**src/aod_pkg.sv**
```systemverilog
package aod_pkg;

	// Output word layout
	localparam int WORD_W = 16;
	localparam int SAMPLE_W = 12;
	localparam int NUM_CH = 4;
	localparam int SEL_LO_POS = 12;
	localparam int SEL_HI_POS = 13;
	localparam int EN_POS = 14;
	localparam int UNUSED_POS = 15;
	localparam logic [15:0] SAMPLE_MASK = 16'h0FFF;
	localparam logic [4:0] FULL_LEN = 5'h10;

	// Current scale in microamps
	localparam int CUR_W = 15;
	localparam logic [14:0] I_MIN_UA = 15'hFA0;
	localparam logic [25:0] I_SPAN_UA = 26'h3E80;
	localparam logic [25:0] FULL_SCALE = 26'hFFF;

	// Controller register offsets
	localparam int ADDR_W = 3;
	localparam logic [2:0] OFF_CTRL = 3'h0;
	localparam logic [2:0] OFF_SAMPLE1 = 3'h1;
	localparam logic [2:0] OFF_SEND = 3'h5;
	localparam logic [2:0] OFF_STATUS = 3'h6;
	localparam int CTRL_EN_POS = 0;
	localparam int STAT_BUSY_POS = 0;
	localparam int STAT_PEND_POS = 4;
	localparam int STAT_CNT_POS = 8;

	// Reset values
	localparam logic [11:0] SAMPLE_RST = 12'h000;
	localparam logic [15:0] WORD_RST = 16'h0000;
	localparam logic [7:0] CNT_RST = 8'h00;

	typedef enum logic [0:0] {
		AOD_IDLE = 1'b0,
		AOD_SEND = 1'b1
	} aod_state_e;

	// Sample code to loop current, 4 mA at zero, 20 mA at full scale
	function automatic logic [14:0] sample_to_ua(input logic [11:0] d);
		logic [25:0] prod;
		logic [25:0] quot;
		prod = 26'(d) * I_SPAN_UA;
		quot = prod / FULL_SCALE;
		return I_MIN_UA + quot[14:0];
	endfunction

endpackage
```
**src/aod_link_if.sv**
```systemverilog
`timescale 1ns/1ps
interface aod_link_if;
	logic [15:0] word;
	logic word_valid;
	logic [4:0] word_len;

	modport dev (
		input word,
		input word_valid,
		input word_len
	);

	modport host (
		output word,
		output word_valid,
		output word_len
	);
endinterface

```
**src/aod_host.sv**
```systemverilog
`timescale 1ns/1ps
module aod_host (
	// Clock and reset
	input wire logic clock_i,
	input wire logic nrst_i,
	// Register port
	input wire logic [2:0] addr_i,
	input wire logic [15:0] wdata_i,
	input wire logic wr_i,
	input wire logic rd_i,
	output logic [15:0] rdata_o,
	// Word link to the module
	aod_link_if.host link
);

	////////////////////////////////////////////////////////////////////
	// Registers

	logic enable;
	logic [3:0][11:0] samples;
	logic [3:0] pending;
	logic dis_pending;
	logic [7:0] word_cnt;
	aod_pkg::aod_state_e state;
	logic [3:0] sent;
	logic dis_sent;
	logic wr_ctrl;
	logic wr_send;

	assign wr_ctrl = wr_i && (addr_i == aod_pkg::OFF_CTRL);
	assign wr_send = wr_i && (addr_i == aod_pkg::OFF_SEND);

	always_ff @(posedge clock_i or negedge nrst_i) begin
		if (!nrst_i) begin
			enable <= 1'b0;
		end else if (wr_ctrl) begin
			enable <= wdata_i[aod_pkg::CTRL_EN_POS];
		end
	end

	always_ff @(posedge clock_i or negedge nrst_i) begin
		if (!nrst_i) begin
			for (int i = 0; i < aod_pkg::NUM_CH; i++) begin
				samples[i] <= aod_pkg::SAMPLE_RST;
			end
		end else begin
			for (int i = 0; i < aod_pkg::NUM_CH; i++) begin
				if (wr_i && addr_i == 3'(aod_pkg::OFF_SAMPLE1 + 3'(i))) begin
					samples[i] <= wdata_i[11:0];
				end
			end
		end
	end

	// A request that lands with its own send wins over the clear
	always_ff @(posedge clock_i or negedge nrst_i) begin
		if (!nrst_i) begin
			pending <= 4'h0;
			dis_pending <= 1'b0;
		end else begin
			pending <= (pending & ~sent) | (wr_send ? wdata_i[3:0] : 4'h0);
			dis_pending <= (dis_pending && !dis_sent) ||
				(wr_ctrl && enable && !wdata_i[aod_pkg::CTRL_EN_POS]);
		end
	end

	////////////////////////////////////////////////////////////////////
	// Word sender

	logic [1:0] pick;
	logic [15:0] next_word;

	always_comb begin
		pick = 2'h0;
		for (int i = aod_pkg::NUM_CH - 1; i >= 0; i--) begin
			if (pending[i]) begin
				pick = 2'(i);
			end
		end
		next_word = {1'b0, enable, pick,
			12'(16'(samples[pick]) & aod_pkg::SAMPLE_MASK)};
	end

	// Disable goes first; then one full word per cycle, lowest channel
	always_comb begin
		sent = 4'h0;
		dis_sent = 1'b0;
		if (state == aod_pkg::AOD_SEND) begin
			if (dis_pending) begin
				dis_sent = 1'b1;
			end else if (pending != 4'h0) begin
				sent[pick] = 1'b1;
			end
		end
	end

	always_ff @(posedge clock_i or negedge nrst_i) begin
		if (!nrst_i) begin
			state <= aod_pkg::AOD_IDLE;
		end else begin
			case (state)
				aod_pkg::AOD_IDLE: begin
					if (pending != 4'h0 || dis_pending) begin
						state <= aod_pkg::AOD_SEND;
					end
				end
				aod_pkg::AOD_SEND: begin
					if ((pending & ~sent) == 4'h0 && !wr_send) begin
						state <= aod_pkg::AOD_IDLE;
					end
				end
				default: begin
					state <= aod_pkg::AOD_IDLE;
				end
			endcase
		end
	end

	always_ff @(posedge clock_i or negedge nrst_i) begin
		if (!nrst_i) begin
			link.word <= aod_pkg::WORD_RST;
			link.word_valid <= 1'b0;
			link.word_len <= 5'h00;
			word_cnt <= aod_pkg::CNT_RST;
		end else if (dis_sent) begin
			link.word <= aod_pkg::WORD_RST;
			link.word_valid <= 1'b1;
			link.word_len <= aod_pkg::FULL_LEN;
			word_cnt <= word_cnt + 8'h01;
		end else if (sent != 4'h0) begin
			link.word <= next_word;
			link.word_valid <= 1'b1;
			link.word_len <= aod_pkg::FULL_LEN;
			word_cnt <= word_cnt + 8'h01;
		end else begin
			link.word_valid <= 1'b0;
			link.word_len <= 5'h00;
		end
	end

	////////////////////////////////////////////////////////////////////
	// Read port

	always_ff @(posedge clock_i or negedge nrst_i) begin
		if (!nrst_i) begin
			rdata_o <= 16'h0000;
		end else if (rd_i) begin
			case (addr_i)
				aod_pkg::OFF_CTRL: rdata_o <= {15'h0, enable};
				3'h1, 3'h2, 3'h3, 3'h4: begin
					rdata_o <= {4'h0, samples[2'(addr_i - 3'h1)]};
				end
				aod_pkg::OFF_STATUS: begin
					rdata_o <= {word_cnt, pending, 3'h0,
						state == aod_pkg::AOD_SEND};
				end
				default: rdata_o <= 16'h0000;
			endcase
		end else begin
			rdata_o <= 16'h0000;
		end
	end

endmodule

```
**src/flat_wrapper.sv**
```systemverilog
// flat-port wrapper written by rule: the top's interface ports become plain ports
module aod_host_flat 
  (clock_i, nrst_i, addr_i, wdata_i, wr_i, rd_i, rdata_o, link_word, link_word_valid, link_word_len);
  aod_link_if link_i ();
  input wire logic clock_i;
  input wire logic nrst_i;
  input wire logic [2:0] addr_i;
  input wire logic [15:0] wdata_i;
  input wire logic wr_i;
  input wire logic rd_i;
  output logic [15:0] rdata_o;
  output wire logic [$bits(link_i.word)-1:0] link_word;
  output wire logic [$bits(link_i.word_valid)-1:0] link_word_valid;
  output wire logic [$bits(link_i.word_len)-1:0] link_word_len;
  assign link_word = link_i.word;
  assign link_word_valid = link_i.word_valid;
  assign link_word_len = link_i.word_len;
  aod_host u_core (.clock_i(clock_i), .nrst_i(nrst_i), .addr_i(addr_i), .wdata_i(wdata_i), .wr_i(wr_i), .rd_i(rd_i), .rdata_o(rdata_o), .link(link_i));
endmodule
```
**config.mk**
```make
export PLATFORM = sky130hd
export DESIGN_NAME = aod_host_flat
export DESIGN_NICKNAME = d
export VERILOG_FILES = /design/src/aod_pkg.sv /design/src/aod_link_if.sv /design/src/aod_host.sv /design/src/flat_wrapper.sv
export SDC_FILE = /design/constraint.sdc
export NUM_CORES = 1
export LEC_CHECK = 0
export ABC_AREA = 0
export BUFFER_PORTS_ARGS = -buffer_cell sky130_fd_sc_hd__buf_4
export CORE_MARGIN = 2
export CORE_UTILIZATION = 62
export DETAILED_ROUTE_END_ITERATION = 10
export GPL_TIMING_DRIVEN = 0
export PLACE_DENSITY = 0.94
export RECOVER_POWER = 25
export SYNTH_ARGS = -nofsm -noshare
export SYNTH_HDL_FRONTEND = slang
export SYNTH_SLANG_ARGS = --single-unit
```
**constraint.sdc**
```tcl
create_clock -name clock_i -period 4.6 [get_ports clock_i]
set_clock_uncertainty 0.2 [all_clocks]
set_input_delay 0.23 -clock clock_i [delete_from_list [all_inputs] [get_ports clock_i]]
set_output_delay 0.23 -clock clock_i [all_outputs]
set_load 0.02 [all_outputs]
```
Word-level counts from Yosys, hierarchy flattened
Cells that the tools add are included.

word-level totals
  output and inout port bits = 38
  word-level logic and storage cells = 79
  input port bits = 23
  flip-flop bits (word level) = 101

operators by class
  magnitude comparators = 3
  reductions and logical operators = 22
  add/sub/neg operators = 2
  bitwise gates (word level) = 4
  multiplexer cells = 29
  equal/unequal tests = 6

operators with widths
  cell                   count
  $bmux W12 S2           2
  $mux W16               3
  $pmux W16 S3           1
  $mux W12               2
  $mux W4                4
  $mux W8                2
  $logic_and A1 B1 Y1    11
  $mux W5                2
  $eq A3 B3 Y1 const B   3
  $add A8 B1 Y8 const B  1
  $mux W2                4
  $reduce_bool A4 Y1     2
  $mux W1                7
  $eq A3 B2 Y1 const B   2
  $lt A2 B3 Y1 const B   2
  $and A4 B4 Y4          1
  $logic_not A4 Y1       1
  $not A4 Y4             1
  $or A4 B4 Y4           1
  $reduce_or A4 Y1       1
  $eq A3 B1 Y1 const B   1
  $logic_not A1 Y1       3
  $logic_not A3 Y1       1
  $demux W1 S2           1
  6 further kinds        7

Longest topological paths before layout
  depth in word-level cells = 17
  gate-level depth with buffers = 7
  depth with buffers taken out = 5

Worst setup path before layout
OpenSTA, ideal clock, no wires.

  path kind = in2reg
  start point = input addr_i[0]
  end point = register u_core.rdata_o[6]
  arrival time = 1721 ps
  cell stages on the path = 7
  setup slack = 2529 ps
  path buffers = 2
  path through = buf_4 > inv_1 > ha_1 > buf_1 > mux4_2 > a32oi_1 > nor2_1

between the ends
  longest elaborated chain between the ends = 5

ends and longest elaborated chain
  what                            line               text
  from (decl)                     flat_wrapper.sv:7  input wire logic [2:0] addr_i;
  $sub A2 B1 Y2                   aod_host.sv:151    rdata_o <= {4'h0, samples[2'(addr_i - 3'h1)]};
  $bmux W12 S2                    aod_host.sv:151
  $mux W12 (implied by the code)  aod_host.sv:151
  $pmux W16 S3 *                  aod_host.sv:148    case (addr_i)
  $mux W16 *                      aod_host.sv:147    end else if (rd_i) begin
  to (signal assigned)            aod_host.sv:149    aod_pkg::OFF_CTRL: rdata_o <= {15'h0, enable};
  to (signal assigned)            aod_host.sv:151
  to (signal assigned)            aod_host.sv:154    rdata_o <= {word_cnt, pending, 3'h0,
  to (decl)                       aod_host.sv:11     output logic [15:0] rdata_o,

Every way passes the cells marked *; elsewhere a longest branch is shown, timed or not. The select of a mux whose other input is x is not followed.
A chain may end at the register's enable or synchronous reset.

Worst setup path in the final report
Ends and elaborated chain as after synthesis.

==> flow_summary.json <==
{
  "status": "finished, final reports clean",
  "synthTopCellsByArea": "dfrtp_1, mux2_2, mux4_2, nor3b_1, a32o_1",
  "drcViolationCount": 0,
  "num_antenna_cells": 0,
  "layout.nets": 481,
  "syn_area_per_cell_sq_um": 12.48,
  "post-cts-setup-buffer-count": 0,
  "min_period_over_period_pct": 68.42,
  "antenna_found_initial": 0,
  "finalWeightedCongestion": 0.9460,
  "synth_area_sq_um": 4654,
  "grt_usage_pct": 29.82,
  "cts_tree": "yes",
  "criticalPathCategory": "input port to flip-flop",
  "place_area_sq_um": 5176,
  "crit_top_cell": "clkbuf_1",
  "gr-total-overflow": 0,
  "synth_seq_area_share_pct": 51.08,
  "synth_compound_area_share_pct": 11.64,
  "ys_ff_latch": 95,
  "holdCritStartpoint": "wr_i",
  "final_cell_mix": "dfrtp_1, clkbuf_1, mux2_2",
  "initial_utilization_pct": 64.17,
  "p_leak_nw": 2.267,
  "cts_buffers": 9,
  "routed-via-count": 3612,
  "rows": 31,
  "synth-adder-area-share_pct": 1.344,
  "cts_resized": 0,
  "cp_slowest_cell": "clkbuf_1",
  "setup_tns_ps": 0,
  "finalCriticalPeriod_ps": 3147,
  "viasPerCell": 6.508,
  "num-fill-cells": 512,
  "hold_class": "input port to flip-flop",
  "cp-end-kind": "flip-flop",
  "synthArstFlopShare_pct": 100.0,
  "slew_headroom_pct": 22.73,
  "area_growth_pct": 14.62,
  "r2r_cells": 5,
  "dr.pass1.iters": 5,
  "start_kind": "input port",
  "grt_pass1_vias": 3660,
  "initialDrtViolationCount": 417,
  "ant_nets": 0,
  "muxShareOfSynthArea_pct": 17.90,
  "clockBufferDepth": 2,
  "clock_latency_ps": 360,
  "clk_pin_slew_ps": 80,
  "core_sq_um": 7253,
  "synthXorXnorAreaFrac_pct": 1.317,
  "min_path_cells": 3,
  "r2r_slack_ps": 2240,
  "fmax_mhz": 317.7,
  "wl_per_cell_um": 21.25,
  "final_common_cell": "dfrtp_1",
  "crit_fanout": 10,
  "netlist.area_leader.share_pct": 51.08,
  "cellPowerDensity_nw_per_um2": 488.7,
  "pin_count": 61,
  "hold_viol": 0,
  "max-cap-violations": 0,
  "grt_max_degree": 96,
  "setup_viol": 0,
  "ys_warn_count": 0,
  "synth_top_family_by_area": "multiplexers",
  "finalMaxSlewViolations": 0,
  "port_buffers": 51,
  "fin_util_pct": 73.56,
  "r2r-start": "u_core.pending[1]",
  "cts-root-buf": "clkbuf_8",
  "final_cells": 555,
  "vdd_ir_drop_max_v": 0.0003120,
  "timing.rr.end": "u_core.link.word[10]",
  "synth_area_leader_cell": "dfrtp_1",
  "postSynthCellCount": 373,
  "die_w_um": 90.65,
  "dpl.hpwl_um": 7719,
  "synthDistinctLibCells": 47,
  "yosys.area_share.simple_pct": 12.20,
  "cp.arrival_ps": 3170,
  "wirelength_um": 11800,
  "cpPeakStageDelay_ps": 740,
  "worstPathRequired_ps": 4620,
  "place_inst": 527,
  "grt_pass1_wl_um": 18790,
  "worstHoldEndpoint": "u_core.dis_pending",
  "die_area_sq_um": 8217,
  "drive_gt1_share_pct": 23.46,
  "total_power_mw": 2.607,
  "cts_hold_buf": 14,
  "synth_ff_type": "dfrtp_1",
  "fp.dieH_um": 90.65,
  "synth-edff-count": 0,
  "fin_area_sq_um": 5335,
  "worst_pin_slew_ps": 1159,
  "rsz0062_at_grt": "no",
  "htree_levels": 3,
  "crit_chain": "clkbuf_1 > clkbuf_1 > inv_1 > ha_1 > buf_1 > mux4_2 > a32oi_1 > nor2_1",
  "cts.sinks": 95
}
## cells by family (layout without fill, tap and decap cells)
family                     count (synthesis)  after routing
DFF                                       95             95
and+or+nand+nor                           94             94
AOI/OAI and AO/OA                         69             69
muxes                                     62             62
buffers and inverters                     40            119
xor gates and xnor gates                   7              7
adders and majority gates                  5              5
other                                      1              5
## power breakdown
part           leakage [nW]  switching (mW)  total, mW  internal [mW]
sequential             1.19           0.179       1.21           1.03
clock                0.0854           0.275      0.495          0.220
combinational         0.989           0.509      0.899          0.390
total                  2.27           0.962       2.61           1.65
## cell usage after synthesis, types with 4 or more instances
cell / instances
nand2_1: 6
dfrtp_1: 95
o21ai_0: 13
a32o_1: 12
inv_1: 6
nor2b_1: 16
nor3b_1: 24
a32oi_1: 8
mux2_2: 50
nand3_1: 4
buf_4: 7
nor3_1: 15
clkbuf_1: 16
o2111ai_1: 4
nor2_1: 9
and3_1: 9
buf_2: 6
o21bai_1: 12
ha_1: 5
mux4_2: 12
xnor2_1: 7
## worst max path at each step
stage / startpoint / to / slack, ps
2_1_floorplan: addr_i[0] / u_core.rdata_o[6] / 2530
3_3_place_gp: addr_i[0] / u_core.rdata_o[5] / 1910
3_5_place_dp: addr_i[0] / u_core.rdata_o[5] / 1850
4_1_cts: addr_i[0] / u_core.rdata_o[5] / 2220
5_1_grt: addr_i[0] / u_core.rdata_o[10] / 1150
6_report: addr_i[0] / u_core.rdata_o[6] / 1450
## sequential cells by signal, summed over array words and instances, names as in the netlist
register	count
u_core.samples	48
u_core.rdata_o	16
u_core.link.word	15
u_core.word_cnt	8
u_core.pending	4
u_core.dis_pending	1
u_core.enable	1
u_core.link.word_valid	1
u_core.state	1
## per-layer routing
| metal | track usage (%) | share of wire, % |
|---|---|---|
| met4 | 16.15 | 4.3 |
| met2 | 46.95 | 48 |
| met3 | 5.259 | 9.2 |
| met5 | 0 | 0 |
| met1 | 39.71 | 39 |
## critical path: cells and delay by family
kind                     cells  cell delay (ps)
AO/OA/AOI/OAI                1              240
adder cells (fa/ha/maj)      1              390
buffers and inverters        4             1790
multiplexers                 1              450
AND/OR/NAND/NOR              1               60
## area by class of cell
type | instances | area (sq um) | area share, %
Multi-Input combinational cell | 242 | 2086 | 39.09
Sequential cell | 95 | 2377 | 44.56
Tap cell | 99 | 123.9 | 2.322
Clock inverter | 1 | 5.005 | 0.09381
Timing Repair Buffer | 65 | 384.1 | 7.200
Buffer | 34 | 177.7 | 3.330
Inverter | 6 | 22.52 | 0.4221
Clock buffer | 13 | 158.9 | 2.978
## per-stage QoR
step | hold WS [ps] | worst slack, ps
final | 21.98 | 1453
after global routing | 40.97 | 1151
after global placement | 261.3 | 1915
after CTS | 24.04 | 2220
after detailed placement | 284.7 | 1852
after floorplan | -265.6 | 2529
No activity file was read; power rests on OpenSTA's default activity.
